$ cat src/logic/omc_defines.vh
`ifndef OMC_DEFINES_VH
`define OMC_DEFINES_VH

// Operating modes
`define OMC_MODE_W 3
`define OMC_MODE_RESET 3'h0
`define OMC_MODE_RUN 3'h1
`define OMC_MODE_HALT 3'h2
`define OMC_MODE_WAIT 3'h3
`define OMC_MODE_STOP_RET 3'h4
`define OMC_MODE_STOP_DEEP 3'h5

// Reset vector location
`define OMC_RESET_VECTOR 16'hfffe

// Register byte addresses
`define OMC_ADDR_CTRL 12'h000
`define OMC_ADDR_STAT 12'h004
`define OMC_ADDR_ACK 12'h008

// Control register fields
`define OMC_CTRL_STOP_ENABLE_BIT 0
`define OMC_CTRL_DBGEN 1
`define OMC_CTRL_VDE 2
`define OMC_CTRL_VDSE 3
`define OMC_CTRL_PPDS 4
`define OMC_CTRL_W 5
`define OMC_CTRL_RST 5'h01

// Debug command classes
`define OMC_CMD_W 3
`define OMC_CMD_MEM 3'h0
`define OMC_CMD_MEM_STAT 3'h1
`define OMC_CMD_DBG_REG 3'h2
`define OMC_CMD_HALT_REQ 3'h3
`define OMC_CMD_CPU_REG 3'h4
`define OMC_CMD_TRACE 3'h5
`define OMC_CMD_RESUME 3'h6

`endif

$ cat src/logic/omc_mode_ctrl.v
`timescale 1ns/1ps
`include "omc_defines.vh"

module omc_mode_ctrl (
    input wire pclk,
    input wire presetn,
    input wire mode_pin_in,
    input wire debug_force_reset,
    input wire [`OMC_MODE_W-1:0] dummy_unused_mode,
    input wire halt_instr,
    input wire wait_instr,
    input wire stop_instr,
    input wire resume_done,
    input wire bkpt_dbg_ctrl,
    input wire bkpt_dbg_module,
    input wire irq_any,
    input wire irq_stop_wake,
    input wire periodic_wake,
    input wire reset_pin_asserted,
    input wire cmd_valid,
    input wire [`OMC_CMD_W-1:0] cmd_class,
    input wire psel,
    input wire penable,
    input wire pwrite,
    input wire [11:0] paddr,
    input wire [31:0] pwdata,
    output wire pready,
    output reg [31:0] prdata,
    output wire pslverr,
    output reg [2:0] mode,
    output reg cpu_clk_en,
    output reg bus_clk_en,
    output reg debug_clk_en,
    output reg regulator_full,
    output reg ram_only_power,
    output reg pin_latch_closed,
    output reg clear_int_mask,
    output reg take_irq_stacking,
    output reg [15:0] fetch_vector,
    output reg fetch_start,
    output reg illegal_op_reset,
    output reg cmd_accept,
    output reg cmd_stop_wait_err,
    output reg cmd_mem_enable
);

    reg [2:0] mode_ff, nxt_mode;
    reg [`OMC_CTRL_W-1:0] ctrl_ff;
    reg partial_power_down_flag_ff, nxt_partial_power_down_flag;
    reg latch_ff, nxt_latch;
    reg deep_wake_ff;
    reg first_ff;
    wire halt_req;
    wire wr;
    wire stop_en;
    wire dbg_en;
    wire vd_both;
    wire ppds;

    // Command class is non-intrusive
    function nonintr;
        input [`OMC_CMD_W-1:0] c;
        begin
            nonintr = (c == `OMC_CMD_MEM) || (c == `OMC_CMD_MEM_STAT) ||
                      (c == `OMC_CMD_DBG_REG) || (c == `OMC_CMD_HALT_REQ);
        end
    endfunction

    assign stop_en = ctrl_ff[`OMC_CTRL_STOP_ENABLE_BIT];
    assign dbg_en = ctrl_ff[`OMC_CTRL_DBGEN];
    assign vd_both = ctrl_ff[`OMC_CTRL_VDE] & ctrl_ff[`OMC_CTRL_VDSE];
    assign ppds = ctrl_ff[`OMC_CTRL_PPDS];
    assign halt_req = cmd_valid && (cmd_class == `OMC_CMD_HALT_REQ);

    ////////////////////////////////////////////////////////////////////////
    // APB slave: zero wait states, never errors
    assign pready = 1'b1;
    assign pslverr = 1'b0;
    assign wr = psel & penable & pwrite;

    // Read data is captured in the setup cycle so it stands from a flip-flop in the access cycle
    always @(posedge pclk or negedge presetn) begin
        if (!presetn) begin
            prdata <= 32'h0000_0000;
        end else if (psel && !penable) begin
            case (paddr)
                `OMC_ADDR_CTRL: prdata <= {27'h000_0000, ctrl_ff};
                `OMC_ADDR_STAT: prdata <= {24'h00_0000, latch_ff, partial_power_down_flag_ff, 3'h0, mode_ff};
                default: prdata <= 32'h0000_0000;
            endcase
        end
    end

    // Config held across retained stop; deep-stop wake resets it like power-on
    always @(posedge pclk or negedge presetn) begin
        if (!presetn) begin
            ctrl_ff <= `OMC_CTRL_RST;
        end else if (mode_ff == `OMC_MODE_RESET) begin
            ctrl_ff <= `OMC_CTRL_RST;
        end else if (wr && paddr == `OMC_ADDR_CTRL) begin
            ctrl_ff <= pwdata[`OMC_CTRL_W-1:0];
        end
    end

    ////////////////////////////////////////////////////////////////////////
    // Mode sequencer
    always @* begin
        nxt_mode = mode_ff;
        case (mode_ff)
            `OMC_MODE_RESET: begin
                if (mode_pin_in && !debug_force_reset)
                    nxt_mode = `OMC_MODE_RUN;
                else
                    nxt_mode = `OMC_MODE_HALT;
            end
            `OMC_MODE_RUN: begin
                if (halt_req || halt_instr || bkpt_dbg_ctrl || bkpt_dbg_module)
                    nxt_mode = `OMC_MODE_HALT;
                else if (wait_instr)
                    nxt_mode = `OMC_MODE_WAIT;
                else if (stop_instr && !stop_en)
                    nxt_mode = `OMC_MODE_RESET;
                else if (stop_instr && (dbg_en || !ppds || vd_both))
                    nxt_mode = `OMC_MODE_STOP_RET;
                else if (stop_instr)
                    nxt_mode = `OMC_MODE_STOP_DEEP;
            end
            `OMC_MODE_HALT: begin
                if (cmd_valid && cmd_class == `OMC_CMD_RESUME)
                    nxt_mode = `OMC_MODE_RUN;
            end
            `OMC_MODE_WAIT: begin
                if (halt_req)
                    nxt_mode = `OMC_MODE_HALT;
                else if (irq_any)
                    nxt_mode = `OMC_MODE_RUN;
            end
            `OMC_MODE_STOP_RET: begin
                if (reset_pin_asserted)
                    nxt_mode = `OMC_MODE_RESET;
                else if (halt_req && dbg_en)
                    nxt_mode = `OMC_MODE_HALT;
                else if (irq_stop_wake)
                    nxt_mode = `OMC_MODE_RUN;
            end
            `OMC_MODE_STOP_DEEP: begin
                if (reset_pin_asserted || periodic_wake)
                    nxt_mode = `OMC_MODE_RESET;
            end
            default: nxt_mode = `OMC_MODE_RESET;
        endcase
    end

    // Deep-stop flag and pin latch: wake sets, acknowledge clears; set wins
    always @* begin
        nxt_partial_power_down_flag = partial_power_down_flag_ff;
        nxt_latch = latch_ff;
        if (wr && paddr == `OMC_ADDR_ACK && pwdata[0]) begin
            nxt_partial_power_down_flag = 1'b0;
            nxt_latch = 1'b0;
        end
        if (nxt_mode == `OMC_MODE_STOP_DEEP)
            nxt_latch = 1'b1;
        if (mode_ff == `OMC_MODE_STOP_DEEP && nxt_mode == `OMC_MODE_RESET) begin
            nxt_partial_power_down_flag = 1'b1;
            nxt_latch = 1'b1;
        end
    end

    always @(posedge pclk or negedge presetn) begin
        if (!presetn) begin
            mode_ff <= `OMC_MODE_RESET;
            partial_power_down_flag_ff <= 1'b0;
            latch_ff <= 1'b0;
            deep_wake_ff <= 1'b0;
            first_ff <= 1'b0;
        end else begin
            mode_ff <= nxt_mode;
            partial_power_down_flag_ff <= nxt_partial_power_down_flag;
            latch_ff <= nxt_latch;
            deep_wake_ff <= (mode_ff == `OMC_MODE_STOP_DEEP);
            first_ff <= (mode_ff != `OMC_MODE_RUN) && (nxt_mode == `OMC_MODE_RUN);
        end
    end

    ////////////////////////////////////////////////////////////////////////
    // Registered outputs
    always @(posedge pclk or negedge presetn) begin
        if (!presetn) begin
            mode <= `OMC_MODE_RESET;
            cpu_clk_en <= 1'b0;
            bus_clk_en <= 1'b1;
            debug_clk_en <= 1'b1;
            regulator_full <= 1'b1;
            ram_only_power <= 1'b0;
            pin_latch_closed <= 1'b0;
            clear_int_mask <= 1'b0;
            take_irq_stacking <= 1'b0;
            fetch_vector <= 16'h0000;
            fetch_start <= 1'b0;
            illegal_op_reset <= 1'b0;
        end else begin
            mode <= nxt_mode;
            // Halt keeps the CPU suspended; wait and stop gate it
            cpu_clk_en <= (nxt_mode == `OMC_MODE_RUN);
            // Stop halts the bus clock too; retained stop keeps all state
            bus_clk_en <= (nxt_mode != `OMC_MODE_STOP_RET) &&
                          (nxt_mode != `OMC_MODE_STOP_DEEP);
            debug_clk_en <= (nxt_mode != `OMC_MODE_STOP_DEEP) &&
                            ((nxt_mode != `OMC_MODE_STOP_RET) || dbg_en);
            // Regulator stays full for debug or voltage detect in stop
            regulator_full <= (nxt_mode != `OMC_MODE_STOP_DEEP) &&
                              ((nxt_mode != `OMC_MODE_STOP_RET) || dbg_en ||
                               vd_both);
            ram_only_power <= (nxt_mode == `OMC_MODE_STOP_DEEP);
            pin_latch_closed <= nxt_latch;
            clear_int_mask <= (mode_ff == `OMC_MODE_RUN) && wait_instr &&
                              (nxt_mode == `OMC_MODE_WAIT);
            take_irq_stacking <= (mode_ff != `OMC_MODE_RUN) &&
                                 (mode_ff != `OMC_MODE_RESET) &&
                                 (mode_ff != `OMC_MODE_HALT) &&
                                 (nxt_mode == `OMC_MODE_RUN);
            fetch_start <= (mode_ff == `OMC_MODE_RESET) && (nxt_mode == `OMC_MODE_RUN);
            fetch_vector <= `OMC_RESET_VECTOR;
            illegal_op_reset <= (mode_ff == `OMC_MODE_RUN) && stop_instr &&
                                !stop_en && (nxt_mode == `OMC_MODE_RESET);
        end
    end

    ////////////////////////////////////////////////////////////////////////
    // Debug command gating, answered in the cycle after the command
    always @(posedge pclk or negedge presetn) begin
        if (!presetn) begin
            cmd_accept <= 1'b0;
            cmd_stop_wait_err <= 1'b0;
            cmd_mem_enable <= 1'b0;
        end else begin
            cmd_accept <= 1'b0;
            cmd_stop_wait_err <= 1'b0;
            cmd_mem_enable <= 1'b0;
            if (cmd_valid) begin
                case (mode_ff)
                    `OMC_MODE_RUN: begin
                        cmd_accept <= nonintr(cmd_class);
                        cmd_mem_enable <= (cmd_class == `OMC_CMD_MEM) ||
                                          (cmd_class == `OMC_CMD_MEM_STAT);
                    end
                    `OMC_MODE_HALT: begin
                        cmd_accept <= 1'b1;
                        cmd_mem_enable <= (cmd_class == `OMC_CMD_MEM) ||
                                          (cmd_class == `OMC_CMD_MEM_STAT);
                    end
                    `OMC_MODE_WAIT, `OMC_MODE_STOP_RET: begin
                        cmd_accept <= (cmd_class == `OMC_CMD_HALT_REQ) ||
                                      (cmd_class == `OMC_CMD_MEM_STAT);
                        cmd_stop_wait_err <= (cmd_class == `OMC_CMD_MEM_STAT);
                    end
                    default: begin
                        cmd_accept <= 1'b0;
                    end
                endcase
            end
        end
    end

endmodule

$ cat config.mk
export PLATFORM = sky130hd
export DESIGN_NAME = omc_mode_ctrl
export DESIGN_NICKNAME = d
export VERILOG_FILES = /design/src/logic/omc_mode_ctrl.v
export VERILOG_INCLUDE_DIRS = /design/src /design/src/logic
export SDC_FILE = /design/constraint.sdc
export NUM_CORES = 1
export LEC_CHECK = 0
export BUFFER_PORTS_ARGS = -buffer_cell sky130_fd_sc_hd__buf_4
export CORE_AREA = 2 2 68 70
export CTS_CLUSTER_DIAMETER = 30
export DETAILED_ROUTE_END_ITERATION = 10
export DIE_AREA = 0 0 70 72
export GPL_TIMING_DRIVEN = 0
export PLACE_DENSITY = 0.94
export SYNTH_ARGS = -nofsm -noshare
export SYNTH_HDL_FRONTEND = slang
export SYNTH_SLANG_ARGS = --single-unit
$ cat constraint.sdc
create_clock -name pclk -period 3.1 [get_ports pclk]
set_input_delay 0.465 -clock pclk [delete_from_list [all_inputs] [get_ports pclk]]
set_output_delay 0.465 -clock pclk [all_outputs]
set_load 0.005 [all_outputs]
== After elaboration in Yosys (flattened, before gate mapping) ==
Index checks and enable logic that the tools add are counted.
Storage, ports and cells
  input bits: 68
  output and inout bits: 66
  logic and storage cells: 115
  bits in registers: 55
Operators by class
  equal/unequal tests: 18
  reductions and logical operators: 49
  muxes and demuxes: 27
  bitwise logic cells: 3
Operator list (number)
  3-bit two-way mux: 12
  1-bit logical AND: 23
  3-bit case mux with 6 select lines: 1
  8-bit case mux with 2 select lines: 1
  3-bit by 2-bit == test with 1-bit output (second input constant): 5
  12-bit by 3-bit == test with 1-bit output (second input constant): 1
  12-bit by 4-bit == test with 1-bit output (second input constant): 1
  3-bit == test (second input constant): 4
  12-bit logical NOT: 1
  1-bit logical OR: 12
  5-bit two-way mux: 2
  3-bit by 1-bit == test with 1-bit output (second input constant): 3
  3-bit logical NOT: 3
  1-bit two-way mux: 9
  3-bit != test (second input constant): 2
  3-bit nonzero test: 2
  1-bit logical NOT: 4
  2-bit nonzero test: 2
  2-bit OR reduction: 2
  1-bit bitwise AND: 3
  3-bit by 1-bit != test with 1-bit output (second input constant): 1
  3-bit by 2-bit != test with 1-bit output (second input constant): 1
  1-bit case mux with 3 select lines: 1
  2-bit two-way mux: 1

== Logic depth before layout (Yosys ltp) ==
Gate-level depths: netlist of run 1.
  depth after elaboration: 13
  depth in mapped cells: 7
  gate-level depth less buffers: 5

== Worst setup path after synthesis of run 1 ==
No wires, ideal clock.
  path kind: input port to flip-flop
  start: input paddr[7]
  end: register pin_latch_closed
  buffers on the path: 0
  slack: 1.237 ns
  setup time: 0.126 ns
  arrival time: 1.737 ns
  required time: 2.974 ns
  cell stages on the path: 4
  cell sequence: nor4_1 nand3_1 or4_1 a221o_1
Between the ends
  longest elaborated chain between the ends: 4
RTL lines
  start: declaration: line omc_mode_ctrl.v:25  | input wire [11:0] paddr,
  12-bit by 4-bit == test with 1-bit output (no source line)
  1-bit logical AND (no source line)
  1-bit logical AND: line omc_mode_ctrl.v:158  | if (wr && paddr == `OMC_ADDR_ACK && pwdata[0]) begin
  3-bit nonzero test (no source line)
  end signal: assignment: line omc_mode_ctrl.v:216  | pin_latch_closed <= nxt_latch;
  end: declaration: line omc_mode_ctrl.v:36  | output reg pin_latch_closed,
No other way between the ends.
A chain may end at the register's enable or synchronous reset.

==> impl_metrics.env, run 1 <==
export IMPL_outcome="completed"
export IMPL_ys_seq_area_share_pct=41.5
export IMPL_critPathKind="flip-flop to flip-flop"
export IMPL_power_density_mw_per_mm2=493
export IMPL_wl_per_cell_um=12.4
export IMPL_place_area_sq_mm=0.00254
export IMPL_synth_async_sr_flop_share_pct=100
export IMPL_vias=1648
export IMPL_syn2layout_area_growth_pct=45.6
export IMPL_worst_setup_path_end_kind="flip-flop"
export IMPL_cts_sinks=30
export IMPL_sw_frac_of_total_pct=31.3
export IMPL_drive_gt1_share_pct=47.5
export IMPL_min_path_type="input port to asynchronous set/reset pin"
export IMPL_synthFlopType="dfrtp_1"
export IMPL_cpMaxStageDelayCell="dfrtp_1"
export IMPL_clkLatencyLatePin_ns=0.29
export IMPL_grtUsageTotal_pct=17.6
export IMPL_synth_xor_area_share_pct=0.481
export IMPL_synth_top_family_by_area="simple AND/OR/NAND/NOR gates"
export IMPL_finalSetupTns_ns=0
export IMPL_fin_area_sq_mm=0.00265
export IMPL_grt_max_degree=31
export IMPL_slew_violations=0
export IMPL_net_switching_power_mw=0.410
export IMPL_fin_ws_ns=1.13
export IMPL_htree_levels=2
export IMPL_cp_start_kind="flip-flop"
export IMPL_internal_power_mw=0.898
export IMPL_place_ws_ns=1.02
export IMPL_path_buf_inv=1
export IMPL_placementRows=24
export IMPL_first_iter_violations=76
export IMPL_start_util_pct=42.7
export IMPL_final_nets=364
export IMPL_grt_pass1_vias=1541
export IMPL_seqPwrFrac_pct=34.8
export IMPL_synthSimpleGateAreaFrac_pct=24.7
export IMPL_syn_inst=188
export IMPL_antenna_found_initial=0
export IMPL_ys_seq_elements=30
export IMPL_synth_edff_count=0
export IMPL_cts_root_buffer="clkbuf_8"
export IMPL_numCtsBuffers=5
export IMPL_die_area_sq_mm=0.00504
export IMPL_finalCritPeriodShare_pct=63.6
export IMPL_clockBufferDepth=2
export IMPL_worstMarginPinSlew_ns=0.584
export IMPL_path_clk_slew_ns=0.07
export IMPL_fin_hold_ws_ns=0.0882
export IMPL_fmax_mhz=507
export IMPL_fin_skew_ns=0.00502
export IMPL_yosys_mux_area_fraction_pct=0
export IMPL_postLayoutCoreUtil_pct=62.2
export IMPL_drv_cap=0
export IMPL_report_final_hold_viol_count=0
export IMPL_cts_hold_buf=0
export IMPL_critPathMaxFanout=9
export IMPL_cpPeakStageDelay_ns=0.49
export IMPL_final_antenna_net_count=0
export IMPL_dp_cells=341
export IMPL_vdd_drop_max_mv=0.179
export IMPL_comb_power_share_pct=35.7
export IMPL_yosys_warnings=0
export IMPL_port_buffers=74
export IMPL_drc_errors=0
export IMPL_core_sq_mm=0.00426
export IMPL_regMostFlops="prdata"
export IMPL_largest_reg_flops=7
export IMPL_slew_headroom_pct=60.8
export IMPL_post_dp_hpwl_mm=3.40
export IMPL_leakagePower_nw=1.39
export IMPL_gp_congestion=0.862
export IMPL_diodes=0
export IMPL_overflow=0
export IMPL_top_regs="prdata x7, ctrl_ff x5, mode x3"
export IMPL_syn_avg_cell_area_sq_um=9.69
export IMPL_clkPwrFrac_pct=29.5
export IMPL_cp_top_family="simple AND/OR/NAND/NOR gates"
export IMPL_finalPower_mw=1.31
export IMPL_fin_cells=349
export IMPL_netlist_area_sq_mm=0.00182
export IMPL_wirelength_mm=4.33
export IMPL_synth_cell_types=49
export IMPL_critPathRequiredTime_ns=3.27
export IMPL_crit_chain="or3b_1 > nor4_1 > a211o_1 > buf_6 > nor2_1 > a221o_1"
export IMPL_cts_tree="yes"
export IMPL_rsz0062_at_grt="false"
export IMPL_final_min_clock_period_ns=1.97
export IMPL_synth_compound_area_share_pct=13.2
export IMPL_io_pins=134
export IMPL_post_cts_setup_buffers=0
export IMPL_die_x_um=70
export IMPL_grt_first_pass_wirelength_mm=7.08
export IMPL_synthAdderAreaFrac_pct=0
export IMPL_crit_arrival_ns=2.15
export IMPL_vias_per_cell=4.72
export IMPL_dr_pass1_iters=4
export IMPL_dieHeight_um=72
export IMPL_setup_viol_count_final=0
export IMPL_cts_resized=0
## cell usage after synthesis, drive strengths merged (3+ instances only)
cell / count / area (sq um)
nor3: 6 / 30.0
nor2: 10 / 37.5
nor4: 5 / 46.3
o21ai: 8 / 40.0
dfrtp: 26 / 651
a21oi: 6 / 30.0
nand3: 11 / 67.6
or3: 3 / 18.8
dfstp: 4 / 105
nand3b: 3 / 22.5
and3: 4 / 25.0
a221o: 4 / 40.0
nand2: 13 / 48.8
inv: 4 / 15.0
nor2b: 3 / 18.8
buf: 46 / 342
## worst register-to-register path: cells and delay by family, from the launching register on
| family | cells | cell delay (ns) |
|---|---|---|
| simple gates | 3 | 0.80 |
| compound gates | 2 | 0.42 |
| flops | 1 | 0.49 |
| buf+inv | 1 | 0.14 |
## path summary, 6_finish.rpt
path	start	endpoint	slack (ns)	depth (start not counted)
setup reg to reg	mode[0]	pin_latch_closed	1.13	6
max in group asynchronous	presetn	ctrl_ff[0]	2.70	1
hold reg to reg	prdata[4]	prdata[4]	0.48	2
min in group pclk	cmd_class[1]	cmd_mem_enable	0.39	2
hold / removal	presetn	mode[0]	0.09	1
setup / recovery	mode[0]	pin_latch_closed	1.13	6
## cell usage in the layout (no fill, tap or decap), drive strengths merged, types with 2 or more instances in the layout
cell type,synthesis,layout
or4,2,2
nor3,6,6
and2,2,2
buf,46,120
nand2,13,13
a221o,4,4
a211o,2,2
nand2b,2,2
o21ai,8,8
nand3,11,11
nor4,5,5
dfstp,4,4
a22o,2,2
conb,2,29
nor4b,2,2
nor3b,2,2
clkinv,0,2
nor2,10,10
inv,4,4
a21oi,6,6
clkbuf,1,6
nor2b,3,3
nand3b,3,3
and3,4,4
or3,3,3
dfrtp,26,26
a211oi,2,2
## area by class of cell
class / count / area [sq um]
clock buffers: 5 / 68.8
plain buffers: 47 / 345
fillers: 373 / 1610
repair buffers: 74 / 556
flip-flops and latches: 30 / 756
well taps: 52 / 65.1
inverters: 4 / 15.0
multi-input cells: 134 / 807
clock inverters: 3 / 40.0
## kinds of logic after synthesis
| kind of cell | Yosys count |
|---|---|
| compound gates | 32 |
| flops | 30 |
| other cells | 2 |
| xor+xnor | 1 |
| buf+inv | 51 |
| simple gates | 72 |
## routing by layer
layer	vias up	global-route usage (%)	share of wire, %
met5	-	0	0
met3	8	6.81	9.3
met4	0	5.13	1.5
met2	76	30.7	50
met1	752	20.2	39
li1	812	-	-
## power by group through the flow
stage	clock, mW	combinational [mW]	sequential (mW)
after floorplan	0	0.296	0.458
after global placement	0	0.450	0.461
after detailed placement	0	0.463	0.461
after CTS	0.395	0.469	0.454
after global routing	0.414	0.515	0.459
final	0.386	0.467	0.455
No activity file was read; power rests on OpenSTA's default activity.
==> run 2: changes to the inputs <==
ABC_AREA = 1   (was not set)
CORE_AREA = 2 2 72 74   (was 2 2 68 70)
DIE_AREA = 0 0 74 76   (was 0 0 70 72)
PLACE_DENSITY = 0.87   (was 0.94)
clock period = 1.9 ns   (was 3.1 ns; I/O delays follow)
==> run 2 against run 1 <==
Effect of this change:
- hold slack gained 0.17 ns
- largest cell class unchanged
- clock power grew 30%
- synthesized cell count grew 31%
- register-to-register slack lost 0.75 ns
- combinational power grew 43%
- final cell count grew 22%
- highest routed layer unchanged
- sequential share of layout area shrank 0.90 points
==> impl_metrics.env, run 2 <==
export IMPL_grt_first_pass_wirelength_mm=7.56
export IMPL_htree_levels=2
export IMPL_critPathRequiredTime_ns=2.06
export IMPL_synth_cell_types=28
export IMPL_ys_seq_area_share_pct=39.8
export IMPL_critPathKind="flip-flop to flip-flop"
export IMPL_netlist_area_leader_share_pct=34.3
export IMPL_cts_hold_buf=1
export IMPL_rsz0062_at_grt="false"
export IMPL_synth_async_sr_flop_share_pct=100
export IMPL_dieHeight_um=76
export IMPL_r2r_cells=9
export IMPL_yosys_warnings=0
export IMPL_report_final_hold_viol_count=0
export IMPL_power_density_mw_per_mm2=706
export IMPL_final_min_clock_period_ns=1.52
export IMPL_worst_setup_path_end_kind="flip-flop"
export IMPL_min_from="pwdata[0]"
export IMPL_numCtsBuffers=5
export IMPL_finalSetupTns_ns=0
export IMPL_syn_avg_cell_area_sq_um=7.72
export IMPL_antenna_found_initial=0
export IMPL_layout_common_cells="117 x buf_4, 42 x nand2_1, 34 x nor2_1"
export IMPL_syn2layout_area_growth_pct=44.3
export IMPL_vdd_drop_max_mv=0.302
export IMPL_cts_sinks=30
export IMPL_clkLatencyLatePin_ns=0.28
export IMPL_wl_per_cell_um=10.4
export IMPL_diodes=0
export IMPL_cts_tree="yes"
export IMPL_final_nets=423
export IMPL_overflow=0
export IMPL_hold_path_cell_count=3
export IMPL_fin_cells=425
export IMPL_vias_per_cell=4.22
export IMPL_fmax_mhz=657
export IMPL_nFillCells=456
export IMPL_io_pins=134
export IMPL_drv_cap=0
export IMPL_synth_top_area_cell="dfrtp_1"
export IMPL_post_dp_hpwl_mm=3.64
export IMPL_final_antenna_net_count=0
export IMPL_first_iter_violations=134
export IMPL_layout_commonest_cell="buf_4"
export IMPL_grt_max_degree=31
export IMPL_cp_start_kind="flip-flop"
export IMPL_synth_edff_count=0
export IMPL_critPathMaxFanout=7
export IMPL_gp_congestion=0.876
export IMPL_ys_top_cells_by_area="dfrtp_1 34%, buf_4 17%, nand2_1 8.3%"
export IMPL_finalCritPeriodShare_pct=80.1
export IMPL_largest_reg_flops=7
export IMPL_cp_startpoint="mode[0]"
export IMPL_placementRows=26
export IMPL_path_clk_slew_ns=0.06
export IMPL_core_sq_mm=0.00491
export IMPL_drive_gt1_share_pct=43.1
export IMPL_wirelength_mm=4.43
export IMPL_leakagePower_nw=1.49
export IMPL_dp_cells=417
export IMPL_slew_violations=0
export IMPL_syn_inst=246
export IMPL_cts_resized=0
export IMPL_post_cts_setup_buffers=0
export IMPL_grt_pass1_vias=1744
export IMPL_die_x_um=74
export IMPL_top_regs="prdata x7, ctrl_ff x5, mode x3"
export IMPL_grtUsageTotal_pct=17.1
export IMPL_fin_skew_ns=0.0106
export IMPL_port_buffers=74
export IMPL_vias=1792
export IMPL_netlist_area_sq_mm=0.00190
export IMPL_ys_seq_elements=30
export IMPL_setup_viol_count_final=0
export IMPL_dr_pass1_iters=4
export IMPL_clockBufferDepth=2
export IMPL_start_util_pct=38.6
export IMPL_die_area_sq_mm=0.00562
export IMPL_outcome="completed"
export IMPL_crit_arrival_ns=1.68
export IMPL_synthFlopType="dfrtp_1"
export IMPL_drc_errors=0
export IMPL_rr_startpoint="mode[0]"
export IMPL_yosysMostFrequentCell="buf_4"
export IMPL_min_path_type="input port to flip-flop"
export IMPL_regMostFlops="prdata"
export IMPL_synthTopCellsByCount="43 x buf_4, 42 x nand2_1, 34 x nor2_1, 26 x dfrtp_1, 23 x inv_1"
export IMPL_cts_root_buffer="clkbuf_8"
==> run 2: cell types whose count changed in the layout (fill, tap and decap cells not counted), sizes merged, moves of 3 or more <==
| cell | change |
|---|---|
| nor2b | -3 |
| nor4 | -4 |
| and3 | -4 |
| a21oi | +5 |
| nand2 | +35 |
| nand3b | -3 |
| a221o | -4 |
| or3 | -3 |
| nand3 | +3 |
| nand4 | +3 |
| nor2 | +32 |
| inv | +24 |
| buf | -3 |
==> run 2: worst paths after layout <==
kind	endpoint	slack (ns)
max	pin_latch_closed	0.38
min	ctrl_ff[0]	0.26
max reg2reg	pin_latch_closed	0.38
min reg2reg	prdata[3]	0.49
max in group asynchronous	regulator_full	1.10
min in group asynchronous	fetch_start	0.47
==> run 2: logic make-up after synthesis <==
| logic type | after synthesis | synth area share, % |
|---|---|---|
| AOI/OAI and AO/OA | 27 | 8.44 |
| DFF | 30 | 39.8 |
| buffers and inverters | 75 | 23.4 |
| and+or+nand+nor | 112 | 28.0 |
| other | 2 | 0.396 |
==> run 2: layout make-up <==
class                           instances  area (sq um)  area share, %
Buffer                                 43           323           11.8
Tap cell                               70          87.6           3.20
Inverter                               32           121           4.43
Sequential cell                        30           756           27.6
Timing Repair Buffer                   75           566           20.6
Clock buffer                            7          86.3           3.15
Multi-Input combinational cell        168           800           29.2
==> run 2: where the power goes <==
| group | internal (mW) | total [mW] | switching [mW] |
|---|---|---|---|
| Sequential | 0.700 | 0.765 | 0.0645 |
| Clock | 0.286 | 0.503 | 0.216 |
| Combinational | 0.314 | 0.667 | 0.353 |
| Total | 1.30 | 1.93 | 0.634 |
==> run 2: metal layers <==
layer	routed length, um	share of wire (%)	GRT usage, %	vias up
met1	1730	39	19.3	793
met2	2260	51	29.8	76
met3	352	7.9	4.63	8
met4	93	2.1	7.09	0
met5	0	0	0	-
li1	-	-	-	915
==> run 2: metrics by stage <==
| step | hold slack (ns) | setup slack [ns] | area, sq um | power (mW) | util, % |
|---|---|---|---|---|---|
| after global routing | 0.273 | 0.205 | 2740 | 2.07 | 55.8 |
| final | 0.259 | 0.379 | 2740 | 1.93 | 55.8 |
| after floorplan | -0.0106 | 0.573 | 2000 | 1.16 | - |
| after detailed placement | 0.231 | 0.343 | 2640 | 1.44 | 53.8 |
| after global placement | 0.227 | 0.372 | 2640 | 1.43 | 53.8 |
| after CTS | 0.254 | 0.374 | 2740 | 1.95 | 55.8 |
==> run 2: worst max-delay path, stage by stage, from the launching register on <==
cell and delay (ns):
dfrtp_1 0.49, inv_2 0.09, nor2_2 0.16, nand2_2 0.13
clkinv_2 0.09, nand3_2 0.09, nand2_2 0.15, inv_2 0.05
nand3_1 0.08, nand3_1 0.08
==> run 3: changes to the inputs <==
ABC_AREA = 0   (was 1)
CORE_AREA = 2 2 70 72   (was 2 2 72 74)
DIE_AREA = 0 0 72 74   (was 0 0 74 76)
PLACE_DENSITY = 0.89   (was 0.87)
clock period = 1.4 ns   (was 1.9 ns; I/O delays follow)
==> run 3 against run 2 <==
Effect of this change:
- the flow now finishes with violations (setup timing)
- total power rose by 58%
- die area fell by 5.3%
- sequential share of layout area fell by 1.5 points
- clock skew fell by 0.0063 ns
- worst setup slack got worse by 0.79 ns
- utilization rose by 7.6 points
- global-route usage rose by 0.74 points
- register-to-register slack got worse by 0.79 ns
- hold slack got worse by 0.15 ns
- flip-flop and latch count did not move
- wire length rose by 16%
==> impl_metrics.env, run 3 (synthesis gave the netlist of run 1 again) <==
export IMPL_dr_pass1_iters=4
export IMPL_final_antenna_net_count=0
export IMPL_die_area_sq_mm=0.00533
export IMPL_fin_ws_ns=-0.409
export IMPL_crit_arrival_ns=1.98
export IMPL_wl_per_cell_um=14.0
export IMPL_vias_per_cell=4.87
export IMPL_fin_area_sq_mm=0.00291
export IMPL_post_dp_hpwl_mm=3.37
export IMPL_reg2reg_setup_slack_ns=-0.41
export IMPL_die_x_um=72
export IMPL_cts_root_buffer="clkbuf_8"
export IMPL_gp_congestion=0.821
export IMPL_drc_errors=0
export IMPL_place_area_sq_mm=0.00256
export IMPL_htree_levels=2
export IMPL_fmax_mhz=553
export IMPL_drive_gt1_share_pct=56.2
export IMPL_power_density_mw_per_mm2=1050
export IMPL_min_path_type="input port to flip-flop"
export IMPL_rsz0062_at_grt="true"
export IMPL_final_nets=380
export IMPL_report_final_hold_viol_count=0
export IMPL_vias=1788
export IMPL_clockBufferDepth=2
export IMPL_grt_max_degree=31
export IMPL_io_pins=134
export IMPL_vdd_drop_max_mv=0.449
export IMPL_slew_violations=0
export IMPL_worst_setup_path_end_kind="flip-flop"
export IMPL_core_sq_mm=0.00460
export IMPL_critPathMaxFanout=5
export IMPL_critPathKind="flip-flop to flip-flop"
export IMPL_dieHeight_um=74
export IMPL_grt_first_pass_wirelength_mm=7.35
export IMPL_multiInputGateArea_sq_um=905
export IMPL_syn2layout_area_growth_pct=60.0
export IMPL_path_clk_slew_ns=0.06
export IMPL_grt_pass1_vias=1607
export IMPL_antenna_found_initial=0
export IMPL_layout_commonest_cell="buf_4"
export IMPL_postLayoutCoreUtil_pct=63.4
export IMPL_cts_sinks=30
export IMPL_final_min_clock_period_ns=1.81
export IMPL_setup_viol_count_final=17
export IMPL_fin_skew_ns=0.00430
export IMPL_clkLatencyLatePin_ns=0.29
export IMPL_nFillCells=340
export IMPL_cp_start_kind="flip-flop"
export IMPL_critPathRequiredTime_ns=1.57
export IMPL_first_iter_violations=114
export IMPL_cts_tree="yes"
export IMPL_top_regs="prdata x7, ctrl_ff x5, mode x3"
export IMPL_leakagePower_nw=1.48
export IMPL_violations="setup timing"
export IMPL_overflow=0
export IMPL_finalCritPeriodShare_pct=129
export IMPL_largest_reg_flops=7
export IMPL_outcome="finished, violations left"
export IMPL_start_util_pct=39.6
export IMPL_seq_area_sq_um=759
export IMPL_placementRows=25
export IMPL_diodes=0
export IMPL_grtUsageTotal_pct=17.9
export IMPL_regMostFlops="prdata"
export IMPL_wirelength_mm=5.15
export IMPL_port_buffers=74
export IMPL_layout_common_cells="127 x buf_4, 29 x conb_1, 23 x dfrtp_1"
export IMPL_fin_hold_ws_ns=0.114
export IMPL_numCtsBuffers=5
export IMPL_drv_cap=0
export IMPL_place_ws_ns=-0.550
==> run 3: cell count changes in the layout (fill, tap and decap cells not counted), moves of 5 or more <==
cell / delta
nand2_1: -29
nor2_1: -26
inv_1: -21
buf_4: +10
buf_6: +8
a21oi_1: -6
nand2_2: -6
nor2_2: -5
o21ai_0: -5
==> run 3: power breakdown <==
part / switching, mW / internal [mW]
Combinational: 0.610 / 0.694
Sequential: 0.0766 / 0.946
Clock: 0.329 / 0.396
==> run 3: what timing repair did <==
| action | 4_1_cts | 5_1_grt |
|---|---|---|
| setup endpoints to repair | 13 | 37 |
| resized for setup | 17 | 16 |
| hold buffers | 1 | 0 |
| endpoints found under the hold margin | 26 | 0 |
| setup buffers | 6 | 10 |
| pin swaps | 7 | 10 |
==> run 3: routing by layer <==
layer	GRT usage, %	part of all wire (%)	routed length, um
met3	5.42	9.0	462
met5	0	0	0
met4	8.81	2.4	125
met2	30.9	51	2640
met1	20.3	37	1920
==> run 3: metrics by stage <==
step | TNS, ns | power (mW) | instances
3_5_place_dp | -6.78 | 2.06 | 343
4_1_cts | -3.96 | 2.95 | 358
6_report | -4.60 | 3.05 | 367
3_3_place_gp | -6.00 | 2.04 | 343
5_1_grt | -6.42 | 3.23 | 367
2_1_floorplan | -2.30 | 1.68 | 215
==> run 3: worst max-delay path, stage by stage (launching register included) <==
cell,delay (ns)
dfrtp_2,0.45
or4b_4,0.60
nor2_4,0.10
a211o_1,0.14
buf_6,0.12
nor2_2,0.04
a221o_1,0.25
==> run 3: final cells by class <==
| type | instances | area share, % |
|---|---|---|
| repair buffers | 91 | 24.6 |
| clock buffers | 7 | 2.96 |
| plain buffers | 46 | 12.2 |
| flip-flops and latches | 30 | 26.1 |
| well taps | 54 | 2.32 |
| multi-input cells | 134 | 31.0 |
| inverters | 4 | 0.601 |
| clock inverters | 1 | 0.172 |
==> run 3: path summary, 6_finish.rpt <==
check / depth (start not counted) / startpoint / to
min in group asynchronous: 2 / presetn / pin_latch_closed
max: 6 / mode[1] / pin_latch_closed
max in group asynchronous: 2 / presetn / debug_clk_en
min reg2reg: 1 / partial_power_down_flag_ff / partial_power_down_flag_ff
max reg2reg: 6 / mode[1] / pin_latch_closed
min: 2 / cmd_class[1] / cmd_stop_wait_err
